File: config.mk
export PLATFORM = sky130hd
export DESIGN_NAME = sadm_bus_port
export DESIGN_NICKNAME = d
export VERILOG_FILES = /design/src/sadm_pkg.sv /design/src/sadm_pins_if.sv /design/src/sadm_bus_port.sv /design/src/sadm_pin_sync.sv
export SDC_FILE = /design/constraint.sdc
export NUM_CORES = 1
export LEC_CHECK = 0
export BUFFER_PORTS_ARGS = -buffer_cell sky130_fd_sc_hd__buf_2
export CAP_MARGIN = 20
export CORE_UTILIZATION = 50
export CTS_BUF_LIST = sky130_fd_sc_hd__clkbuf_8
export DETAILED_ROUTE_END_ITERATION = 10
export HOLD_SLACK_MARGIN = 0.02
export PLACE_DENSITY_LB_ADDON = 0.2
export SYNTH_ARGS = -nofsm -noshare
export SYNTH_HDL_FRONTEND = slang
export SYNTH_SLANG_ARGS = --single-unit
File: constraint.sdc
create_clock -name pclk -period 2.15 [get_ports pclk]
set_clock_uncertainty 0.05 [all_clocks]
set_input_delay 0.43 -clock pclk [delete_from_list [all_inputs] [get_ports pclk]]
set_output_delay 0.43 -clock pclk [all_outputs]
set_load 0.005 [all_outputs]
File: src/sadm_pkg.sv
// Constants and types shared by the split-address mux bus port
package sadm_pkg;

  // ----------------------------------------
  // Register byte offsets
  // ----------------------------------------
  localparam logic [7:0] SADM_OFS_CFG   = 8'h00;
  localparam logic [7:0] SADM_OFS_RDATA = 8'h04;
  localparam logic [7:0] SADM_OFS_ADDR  = 8'h08;
  localparam logic [7:0] SADM_OFS_WDATA = 8'h0C;
  localparam logic [7:0] SADM_OFS_WADDR = 8'h10;
  localparam logic [7:0] SADM_OFS_STAT  = 8'h14;

  // ----------------------------------------
  // Configuration fields and reset value
  // ----------------------------------------
  localparam int          SADM_CFG_ASYNC_BIT  = 15;
  localparam int          SADM_CFG_WPOL_BIT   = 10;
  localparam int          SADM_CFG_WEARLY_BIT = 8;
  localparam int          SADM_CFG_SPLIT_BIT  = 4;
  localparam int          SADM_CFG_WRAP_BIT   = 3;
  localparam logic [15:0] SADM_CFG_RESET      = 16'h8000;

  // ----------------------------------------
  // Status fields
  // ----------------------------------------
  localparam int SADM_STAT_BUSY_BIT  = 0;
  localparam int SADM_STAT_WDONE_BIT = 1;
  localparam int SADM_STAT_RVIOL_BIT = 2;
  localparam int SADM_STAT_SPLIT_BIT = 3;

  // ----------------------------------------
  // Timing
  // ----------------------------------------
  localparam int PCLK_PERIOD_NS         = 8;
  localparam int VALID_RISE_TO_DATA_NS  = 96;
  localparam int SADM_SYNC_LAT          = 4;
  localparam int SADM_SENSE_CYC         = VALID_RISE_TO_DATA_NS / PCLK_PERIOD_NS;
  localparam logic [3:0] SADM_SENSE_LOAD = 4'(SADM_SENSE_CYC - SADM_SYNC_LAT);
  localparam logic [3:0] SADM_EOL_LOAD   = 4'h8;
  localparam logic [3:0] SADM_WORDLINE_END = 4'hF;

  // ----------------------------------------
  // Cycle states
  // ----------------------------------------
  typedef enum logic [2:0] {
    SADM_ST_IDLE  = 3'b001,
    SADM_ST_SENSE = 3'b010,
    SADM_ST_READY = 3'b100
  } sadm_state_e;

endpackage

File: src/sadm_pins_if.sv
// Synchronised host pin levels passed from the synchroniser to the core
`timescale 1ns/1ps
`default_nettype none
interface sadm_pins_if;
  logic        address_valid_n;
  logic        chip_enable_n;
  logic        output_enable_n;
  logic        write_enable_n;
  logic        link_clk;
  logic [15:0] adq;

  modport sync (output address_valid_n, chip_enable_n, output_enable_n,
                output write_enable_n, link_clk, adq);
  modport core (input address_valid_n, chip_enable_n, output_enable_n,
                input write_enable_n, link_clk, adq);
endinterface
`default_nettype wire

File: src/sadm_bus_port.sv
// Split-address mux host bus port with APB register access
//
// Added by the designer: register access over APB and the register addresses.
`timescale 1ns/1ps
`default_nettype none
// Behaviour
// - Async read data 96 ns after valid rise
// - Lone low half reuses latched upper half
// - Sync mode: upper with OE low first
// - Sync cycles capture on link clock rise
// - Valid may stay low across both phases
// - Sensing starts on low half capture
// - Write commits on write-enable rise only
// - Write phase needs no link clock
// - Sync bursts from 9.6 to 104 MHz
// - Wait polarity and timing from config
// - Wordline crossing may add wait states
// - Split mode bit, upper cleared on entry
// - Valid rise: OE low upper, high lower
// - Wait driven exactly with data bus
module sadm_bus_port
  import sadm_pkg::*;
(
  // Clock and reset
  input  wire logic        pclk,
  input  wire logic        presetn,
  // APB slave
  input  wire logic        psel,
  input  wire logic        penable,
  input  wire logic        pwrite,
  input  wire logic [31:0] paddr,
  input  wire logic [31:0] pwdata,
  output var  logic [31:0] prdata,
  output logic             pready,
  output logic             pslverr,
  // Host pins
  input  wire logic        link_clk,
  input  wire logic        address_valid_n,
  input  wire logic        chip_enable_n,
  input  wire logic        output_enable_n,
  input  wire logic        write_enable_n,
  input  wire logic [15:0] adq_in,
  output var  logic [15:0] adq_out,
  output var  logic        adq_oe,
  output var  logic        wait_out,
  output var  logic        wait_oe
);

  // ----------------------------------------
  // Pin synchronisation
  // ----------------------------------------
  sadm_pins_if p ();

  sadm_pin_sync u_sync (
    .pclk            (pclk),
    .presetn         (presetn),
    .address_valid_n (address_valid_n),
    .chip_enable_n   (chip_enable_n),
    .output_enable_n (output_enable_n),
    .write_enable_n  (write_enable_n),
    .link_clk        (link_clk),
    .adq_in          (adq_in),
    .pins            (p.sync)
  );

  // ----------------------------------------
  // State
  // ----------------------------------------
  logic [15:0] cfg;
  logic [15:0] rdata;
  logic [15:0] upper;
  logic [15:0] lower;
  logic [15:0] wdata;
  logic [31:0] waddr;
  logic        wdone;
  logic        rviol;
  logic        restarted;
  logic [3:0]  cnt;
  logic [3:0]  eol_cnt;
  logic        adv_q;
  logic        lclk_q;
  logic        we_q;
  sadm_state_e state;
  sadm_state_e next_state;

  // ----------------------------------------
  // Pin events
  // ----------------------------------------
  wire logic adv_rise  = p.address_valid_n & ~adv_q;
  wire logic lclk_rise = p.link_clk & ~lclk_q;
  wire logic we_rise   = p.write_enable_n & ~we_q;
  wire logic selected  = ~p.chip_enable_n;
  wire logic sync_mode = ~cfg[SADM_CFG_ASYNC_BIT];
  wire logic split     = cfg[SADM_CFG_SPLIT_BIT];
  wire logic no_wrap   = ~cfg[SADM_CFG_WRAP_BIT];

  // Sync capture samples while valid is low, async on its rise
  wire logic cap_strobe = selected & (sync_mode ? (lclk_rise & ~p.address_valid_n)
                                                : adv_rise);
  wire logic cap_upper  = cap_strobe & split & ~p.output_enable_n;
  wire logic cap_lower  = cap_strobe & p.output_enable_n;
  wire logic sensing    = (state == SADM_ST_SENSE);
  wire logic sense_done = sensing & (cnt == 4'h1);

  // Burst advance on each link clock rise in the data phase outside wordline wait states
  wire logic burst_step = sync_mode & selected & (state == SADM_ST_READY) & lclk_rise &
                          ~p.output_enable_n & p.address_valid_n & (eol_cnt == 4'h0);
  wire logic eol_hit    = burst_step & no_wrap & (lower[3:0] == SADM_WORDLINE_END);

  // ----------------------------------------
  // APB decode
  // ----------------------------------------
  wire logic [7:0] ofs      = paddr[7:0];
  wire logic       hi_zero  = (paddr[31:8] == 24'h000000);
  wire logic hit_cfg   = hi_zero & (ofs == SADM_OFS_CFG);
  wire logic hit_rdata = hi_zero & (ofs == SADM_OFS_RDATA);
  wire logic hit_addr  = hi_zero & (ofs == SADM_OFS_ADDR);
  wire logic hit_wdata = hi_zero & (ofs == SADM_OFS_WDATA);
  wire logic hit_waddr = hi_zero & (ofs == SADM_OFS_WADDR);
  wire logic hit_stat  = hi_zero & (ofs == SADM_OFS_STAT);
  wire logic addr_hit  = hit_cfg | hit_rdata | hit_addr | hit_wdata | hit_waddr | hit_stat;
  wire logic wr_acc    = psel & penable & pwrite & addr_hit;
  wire logic rd_setup  = psel & ~penable & ~pwrite;
  wire logic wr_cfg    = wr_acc & hit_cfg;
  // Entry into split mode is the 0 to 1 change of the mode bit
  wire logic split_entry = wr_cfg & pwdata[SADM_CFG_SPLIT_BIT] & ~split;
  wire logic clr_wdone = wr_acc & hit_stat & pwdata[SADM_STAT_WDONE_BIT];
  wire logic clr_rviol = wr_acc & hit_stat & pwdata[SADM_STAT_RVIOL_BIT];

  wire logic [31:0] stat_word = {28'h0000000, split, rviol, wdone, sensing};
  wire logic [31:0] rd_mux =
      hit_cfg   ? {16'h0000, cfg}   :
      hit_rdata ? {16'h0000, rdata} :
      hit_addr  ? {upper, lower}    :
      hit_wdata ? {16'h0000, wdata} :
      hit_waddr ? waddr             :
      hit_stat  ? stat_word         : 32'h00000000;

  assign pready  = 1'b1;
  assign pslverr = psel & penable & ~addr_hit;

  // ----------------------------------------
  // Wait and drive
  // ----------------------------------------
  // Upper capture also has OE low, so no drive until a cycle is open
  wire logic drive = selected & ~p.output_enable_n & p.address_valid_n &
                     p.write_enable_n & (state != SADM_ST_IDLE);
  // Early mode drops wait one cycle before data turns valid
  wire logic wait_busy = cfg[SADM_CFG_WEARLY_BIT] ? (sensing & ~sense_done) : sensing;
  wire logic wait_act  = sync_mode & (wait_busy | (eol_cnt != 4'h0));
  wire logic wait_lvl  = cfg[SADM_CFG_WPOL_BIT] ? wait_act : ~wait_act;

  // ----------------------------------------
  // Cycle state machine
  // ----------------------------------------
  always_comb begin
    next_state = state;
    case (state)
      SADM_ST_IDLE: begin
        if (cap_lower) begin
          next_state = SADM_ST_SENSE;
        end
      end
      SADM_ST_SENSE: begin
        if (sense_done) begin
          next_state = SADM_ST_READY;
        end
      end
      SADM_ST_READY: begin
        if (cap_lower) begin
          next_state = SADM_ST_SENSE;
        end else if (p.chip_enable_n) begin
          next_state = SADM_ST_IDLE;
        end
      end
      default: next_state = SADM_ST_IDLE;
    endcase
    // A fresh low half restarts sensing from any state
    if (cap_lower) begin
      next_state = SADM_ST_SENSE;
    end
  end

  always_ff @(posedge pclk or negedge presetn) begin
    if (!presetn) begin
      state  <= SADM_ST_IDLE;
      adv_q  <= 1'b1;
      lclk_q <= 1'b1;
      we_q   <= 1'b1;
    end else begin
      state  <= next_state;
      adv_q  <= p.address_valid_n;
      lclk_q <= p.link_clk;
      we_q   <= p.write_enable_n;
    end
  end

  // ----------------------------------------
  // Sense and wordline counters
  // ----------------------------------------
  always_ff @(posedge pclk or negedge presetn) begin
    if (!presetn) begin
      cnt     <= 4'h0;
      eol_cnt <= 4'h0;
    end else begin
      if (cap_lower) begin
        cnt <= SADM_SENSE_LOAD;
      end else if (sensing) begin
        cnt <= cnt - 4'h1;
      end
      if (eol_hit) begin
        eol_cnt <= SADM_EOL_LOAD;
      end else if (eol_cnt != 4'h0) begin
        eol_cnt <= eol_cnt - 4'h1;
      end
    end
  end

  // ----------------------------------------
  // Restart tracking
  // ----------------------------------------
  // Device tolerates a second restart but flags it for software
  always_ff @(posedge pclk or negedge presetn) begin
    if (!presetn) begin
      restarted <= 1'b0;
      rviol     <= 1'b0;
    end else begin
      if (cap_lower & sensing) begin
        restarted <= 1'b1;
      end else if (sense_done) begin
        restarted <= 1'b0;
      end
      if (cap_lower & sensing & restarted) begin
        rviol <= 1'b1;
      end else if (clr_rviol) begin
        rviol <= 1'b0;
      end
    end
  end

  // ----------------------------------------
  // Address halves
  // ----------------------------------------
  always_ff @(posedge pclk or negedge presetn) begin
    if (!presetn) begin
      upper <= 16'h0000;
      lower <= 16'h0000;
    end else begin
      if (split_entry | ~split) begin
        upper <= 16'h0000;
      end else if (cap_upper) begin
        upper <= p.adq;
      end
      if (cap_lower) begin
        lower <= p.adq;
      end else if (burst_step) begin
        lower <= lower + 16'h0001;
      end
    end
  end

  // ----------------------------------------
  // Write commit on write-enable rise, link clock unused
  // ----------------------------------------
  always_ff @(posedge pclk or negedge presetn) begin
    if (!presetn) begin
      wdata <= 16'h0000;
      waddr <= 32'h00000000;
      wdone <= 1'b0;
    end else begin
      if (we_rise & selected) begin
        wdata <= p.adq;
        waddr <= {upper, lower};
        wdone <= 1'b1;
      end else if (clr_wdone) begin
        wdone <= 1'b0;
      end
    end
  end

  // ----------------------------------------
  // Registers and bus read data
  // ----------------------------------------
  always_ff @(posedge pclk or negedge presetn) begin
    if (!presetn) begin
      cfg    <= SADM_CFG_RESET;
      rdata  <= 16'h0000;
      prdata <= 32'h00000000;
    end else begin
      if (wr_cfg) begin
        cfg <= pwdata[15:0];
      end
      if (wr_acc & hit_rdata) begin
        rdata <= pwdata[15:0];
      end
      if (rd_setup) begin
        prdata <= rd_mux;
      end
    end
  end

  // ----------------------------------------
  // Pin outputs
  // ----------------------------------------
  always_ff @(posedge pclk or negedge presetn) begin
    if (!presetn) begin
      adq_out  <= 16'h0000;
      adq_oe   <= 1'b0;
      wait_out <= 1'b1;
      wait_oe  <= 1'b0;
    end else begin
      adq_out  <= rdata;
      adq_oe   <= drive;
      wait_out <= wait_lvl;
      wait_oe  <= drive;
    end
  end

endmodule
`default_nettype wire

File: src/sadm_pin_sync.sv
// Two-flop synchroniser for every host pin
`timescale 1ns/1ps
`default_nettype none
module sadm_pin_sync
  import sadm_pkg::*;
(
  // Clock and reset
  input  wire logic        pclk,
  input  wire logic        presetn,
  // Raw pins
  input  wire logic        address_valid_n,
  input  wire logic        chip_enable_n,
  input  wire logic        output_enable_n,
  input  wire logic        write_enable_n,
  input  wire logic        link_clk,
  input  wire logic [15:0] adq_in,
  // Synchronised levels
  sadm_pins_if.sync        pins
);

  localparam int W = 21;

  wire  logic [W-1:0] raw;
  logic [W-1:0]       meta;
  logic [W-1:0]       stable;

  assign raw = {address_valid_n, chip_enable_n, output_enable_n,
                write_enable_n, link_clk, adq_in};

  // ----------------------------------------
  // Per-bit chain; strobes reset inactive high
  // ----------------------------------------
  genvar i;
  generate
    for (i = 0; i < W; i++) begin : g_bit
      always_ff @(posedge pclk or negedge presetn) begin
        if (!presetn) begin
          meta[i]   <= (i >= 17) ? 1'b1 : 1'b0;
          stable[i] <= (i >= 17) ? 1'b1 : 1'b0;
        end else begin
          meta[i]   <= raw[i];
          stable[i] <= meta[i];
        end
      end
    end
  endgenerate

  assign pins.address_valid_n = stable[20];
  assign pins.chip_enable_n   = stable[19];
  assign pins.output_enable_n = stable[18];
  assign pins.write_enable_n  = stable[17];
  assign pins.link_clk        = stable[16];
  assign pins.adq             = stable[15:0];

endmodule
`default_nettype wire

==> results of run 1 <==
-- worst max path at each step --
stage / start / endpoint / slack, ps / cells past startpoint
final: paddr[16] / pslverr / 40 / 8
after global routing: paddr[16] / pslverr / -50 / 8
after CTS: paddr[16] / pslverr / 6 / 8
after detailed placement: paddr[16] / rdata[13]$_DFFE_PN0P_ / -280 / 7
after global placement: paddr[30] / rdata[9]$_DFFE_PN0P_ / -230 / 7
after floorplan: paddr[24] / rdata[10]$_DFFE_PN0P_ / -260 / 7
-- per-stage QoR --
stage	utilization [%]	hold WS, ps	area [sq um]
CTS	63.5	82.4	11400
finish	63.8	109	11500
global route	63.8	81.5	11500
detailed placement	58.5	285	10500
global placement	58.5	284	10500
floorplan	-	84.4	9230
-- power by group --
group / internal, mW / leakage (nW) / switching [mW]
Combinational: 0.328 / 2.28 / 0.361
Clock: 1.81 / 0.413 / 1.56
Sequential: 4.43 / 2.88 / 0.216
Total: 6.56 / 5.58 / 2.14
-- layer usage --
layer | GRT usage, % | vias to the layer above | share of wire [%]
met5 | 0 | - | 0
met4 | 7.88 | 0 | 1.9
met3 | 4.64 | 38 | 6.2
met2 | 38.1 | 225 | 47
met1 | 33.0 | 3351 | 44
li1 | - | 3129 | -
-- what timing repair did --
action                                 in CTS  in global routing
setup endpoints to repair                   1                 12
gates resized for setup                     1                  7
setup buffers                               0                  2
pin swaps                                   0                  0
hold buffers                               22                  0
endpoints found under the hold margin      51                  0
-- cell usage in the layout (no fill, tap or decap), drive strengths merged, types with 3 or more instances in the layout --
cell	Yosys	final
o211ai	7	7
and3	6	6
mux2i	20	20
a22o	11	11
or3	3	3
dfstp	14	14
nand2	71	71
ha	5	5
and2	4	4
a31oi	8	8
nor4b	3	3
inv	18	36
o21ai	69	69
dfrtp	207	207
xnor2	6	6
dlygate4sd3	0	22
buf	9	178
a221o	4	4
clkbuf	29	44
nand3	14	14
nor3	11	11
nand4	14	14
mux2	69	69
a22oi	17	17
nor2b	25	25
nor2	41	41
xor2	11	11
nor3b	9	9
nor4	9	9
nand2b	6	6
a21oi	23	23
-- kinds of logic (layout without fill, tap and decap cells) --
| group | count (synthesis) | in the layout | share of synthesized area, % |
|---|---|---|---|
| fa+ha+maj | 5 | 5 | 0.681 |
| other cells | 1 | 1 | 0.0408 |
| mux | 89 | 89 | 11.0 |
| compound gates | 152 | 152 | 10.2 |
| buf+inv | 56 | 283 | 2.64 |
| xor+xnor | 17 | 17 | 1.62 |
| simple gates | 225 | 225 | 13.4 |
| flops | 221 | 221 | 60.4 |
-- state kept, by name (all words and copies together), names as in the netlist, 3 cells and up --
register	flops
adq_out	16
waddr	32
u_sync.meta	21
eol_cnt	4
u_sync.pins.adq	16
upper	16
prdata	32
cfg	16
wdata	16
rdata	16
lower	16
cnt	4
state	3
-- final cells by class --
| class | count | share of cell area [%] |
|---|---|---|
| clock buffers | 43 | 5.17 |
| clock inverters | 21 | 0.743 |
| inverters | 18 | 0.590 |
| multi-input cells | 489 | 30.4 |
| flip-flops and latches | 221 | 48.4 |
| well taps | 229 | 2.50 |
| repair buffers | 201 | 12.1 |
==> out/results.txt, run 1 <==
outcome: finished clean
dpl ws: -278 ps
post-synth top area share: 56.4%
first-pass GRT wire length: 34700 microns
area growth from synthesis to layout: 24.7%
routed len/inst: 17.9 microns
Fillers: 1396
Final Worst Setup Slack: 44.5 ps
clock buffer depth: 3
initial core utilization: 51.1%
drc violations: 0
top post-synthesis cells by area: dfrtp_1, mux2_2, dfstp_2, o21ai_0, nand2_1
number of flops mapped to enable cells by yosys: 0
Hold EP: rdata[13]$_DFFE_PN0P_
Routed Antenna Nets: 0
hold depth: 2
Final nets: 1063
Slowest cell on crit path: nor4_4
Setup violations, final: 0
register area share after synthesis: 60.4%
Max Freq: 475 MHz
# H-tree levels: 2
GRT Residual Overflow: 0
Sink Count: 221
largest net degree at the start of global routing: 69
area occupied by multi-input gates: 0.00349 sq mm
Arr. time, crit path: 1630 ps
Worst Path Required: 1670 ps
Worst R2R End: lower[15]$_DFFE_PN0P_
# placed instances: 1134
chip width: 138 microns
HPWL after DPL: 15600 microns
share of layout cells above drive strength 1: 33.1%
Global Route Usage Sum: 24.0%
initial antenna violation count: 0
fraction of registers with async set/reset: 100%
routed vias/inst: 5.52
Post-Syn Area: 0.00918 sq mm
R2R cell count: 7
total power: 8.70 mW
Worst Hold Class: input port to flop
Die Span Y: 138 microns
gpl congestion: 0.895
total leakage power: 5.58 nW
number of port buffers: 125
Critical R2R Launch: eol_cnt[0]$_DFFE_PN0P_
Rel. slew slack: 45.8%
Num CTS Buffers: 37
Setup CP Type: input port to primary output
Slew @ Worst Pin: 811 ps
CTS Root Cell: clkbuf_8
Die ar.: 0.0189 sq mm
Slew Limit Fails: 0
synthesis-stage register bit count: 221
syn nets: 861
Main synth FF type: dfrtp_1
Synth Warn #: 0
Vias: 6743
area of the core: 0.0180 sq mm
Commonest cells post-synth: dfrtp_1, nand2_1, o21ai_0, mux2_2, nor2_1
largest fanout on the critical path: 2
Fin. Hold Viols: 0
PwrDens: 760 mW/mm^2
syn avg cell area: 12.0 sq um
Setup TNS: 0 ps
worst min-delay path startpoint: pwdata[13]
vias in the first global route: 6793
Pre-antenna DRT Iters: 5
Antenna diodes: 0
Max VDD drop: 444 uV
RSZ-0062 raised after global routing: yes
WL final: 21900 microns
Iteration-0 DRC Markers: 407
Worst-path clk slew: 60 ps
Final Critical Period: 2110 ps
# Max-Cap Violations: 0
most common cell in the netlist: dfrtp_1
non-filler instance count after layout: 1222
sequential cell area: 0.00555 sq mm
CTS tree: yes
startpoint types: input port
Synth Instances: 766
Buf/Inv on CP: 4
CP Cell Sequence: buf_2 -> nor4_4 -> buf_4 -> nand3_1 -> buf_4 -> nor2_1 -> a31oi_1 -> buf_2
Worst-Skew Late Latency: 520 ps
Yosys top cell by area: dfrtp_1
Final Cycle Share: 97.9%
critical path's top delay family: buffers and inverters
number of library cell types mapped by synthesis: 58
I/O Pins: 143
CP peak stage delay: 290 ps
reg2reg setup slack: 120 ps
Worst setup EP type: primary output
Std-Cell Rows: 49
(Power assumes the default switching activity.)
==> inputs of run 2 (changes only) <==
Settings changed: REMOVE_ABC_BUFFERS from default to 1.
==> run 2 against run 1 <==
Non-clock buffer count fell by 1. Combinational power rose by 2%. Critical path depth fell by 1. Via count fell by 0.13%. Die area did not move. Routed wire length rose by 0.25%. Hold slack got worse by 7.4 ps. Maximum frequency rose by 1.6%. Clock power rose by 1%. Register-to-register slack improved by 40 ps. Critical path type unchanged. Critical endpoint unchanged. Largest power group unchanged.
==> out/results.txt, run 2 (synthesized netlist as in run 1, its figures left out) <==
Setup CP Type: input port to primary output
hold_ws: 101 ps
PwrDens: 766 mW/mm^2
outcome: finished clean
GRT Residual Overflow: 0
Die Span Y: 138 microns
Sink Count: 221
vias in the first global route: 6868
# Max-Cap Violations: 0
Routed Antenna Nets: 0
post-layout util: 63.6%
Setup violations, final: 0
# H-tree levels: 2
routed vias/inst: 5.51
number of port buffers: 125
RSZ-0062 raised after global routing: no
share of layout cells above drive strength 1: 33.1%
I/O Pins: 143
largest fanout on the critical path: 8
Worst-path clk slew: 60 ps
total leakage power: 5.55 nW
CTS Root Cell: clkbuf_8
Pre-antenna DRT Iters: 7
Max Freq: 483 MHz
Worst Path Required: 1670 ps
most frequent cells in the layout: dfrtp_1, buf_2, nand2_1
CTS tree: yes
Global Route Usage Sum: 24.2%
largest net degree at the start of global routing: 71
routed len/inst: 18.0 microns
Arr. time, crit path: 1590 ps
Worst setup EP type: primary output
Die ar.: 0.0189 sq mm
Max VDD drop: 513 uV
Antenna diodes: 0
Num CTS Buffers: 37
Top Registers: prdata x32, waddr x32, u_sync.meta x21
postcts setup bufs: 0
clock buffer depth: 3
Final Cycle Share: 96.4%
area growth from synthesis to layout: 24.3%
Slew Limit Fails: 0
Design Area, Final: 0.0114 sq mm
Final Critical Period: 2070 ps
gpl congestion: 0.897
Iteration-0 DRC Markers: 428
initial core utilization: 51.1%
dpl ws: -399 ps
total power: 8.75 mW
drc violations: 0
Final nets: 1062
Fin. Hold Viols: 0
HPWL after DPL: 15300 microns
Worst-Skew Late Latency: 540 ps
area of the core: 0.0180 sq mm
Vias: 6734
Worst Hold Class: input port to flop
Std-Cell Rows: 49
startpoint types: input port
chip width: 138 microns
most common cell after layout, fill and taps aside: dfrtp_1
WL final: 22000 microns
first-pass GRT wire length: 34800 microns
Post-DP Area: 0.0105 sq mm
initial antenna violation count: 0
Final Worst Setup Slack: 78.0 ps
## run 2: where the power goes
part	switching, mW	internal [mW]	leakage, nW
logic	0.375	0.326	2.26
clock network	1.60	1.82	0.412
registers	0.199	4.43	2.88
total	2.18	6.57	5.55
## run 2: timing repair
item | 4_1_cts | 5_1_grt
hold buffers | 22 | 0
pin swaps | 0 | 2
endpoints found under the setup margin | 1 | 11
endpoints found under the hold margin | 49 | 0
resized for setup | 2 | 7
## run 2: final cells by class
class / instances / area (sq um)
Sequential cell: 221 / 5550
Inverter: 18 / 67.6
Fill cell: 1430 / 6550
Tap cell: 229 / 287
Clock buffer: 43 / 592
Clock inverter: 22 / 93.8
Multi-Input combinational cell: 489 / 3480
Timing Repair Buffer: 200 / 1350
## run 2: routing by layer
metal | track usage [%] | up-vias | part of all wire, %
li1 | - | 3118 | -
met3 | 3.79 | 44 | 5.8
met4 | 10.7 | 0 | 3.2
met1 | 32.4 | 3349 | 44
met2 | 39.0 | 223 | 47
met5 | 0 | - | 0
## run 2: worst paths after layout
| check | start | to | slack, ps | cells past startpoint |
|---|---|---|---|---|
| max | paddr[27] | pslverr | 80 | 7 |
| min | pwdata[0] | rdata[0]$_DFFE_PN0P_ | 100 | 2 |
| max in group asynchronous | presetn | u_sync.meta[17]$_DFF_PN1_ | 1050 | 3 |
| min in group asynchronous | presetn | adq_out[1]$_DFF_PN0_ | 310 | 2 |
| min reg2reg | u_sync.meta[7]$_DFF_PN0_ | u_sync.pins.adq[7]$_DFF_PN0_ | 300 | 0 |
| max reg2reg | u_sync.pins.address_valid_n$_DFF_PN1_ | lower[5]$_DFFE_PN0P_ | 160 | 6 |
## run 2: metrics by stage
step	cells	setup TNS, ps
finish	1222	0
global route	1222	0
CTS	1222	0
detailed placement	1135	-15330
global placement	1135	-10770
floorplan	728	-95620
## run 2: critical path, cell delays in order
cell and delay, ps:
buf_2 120, nor4_4 320, nand4_4 150, buf_4 210, nor2_4 120, a31oi_2 100, buf_2 150
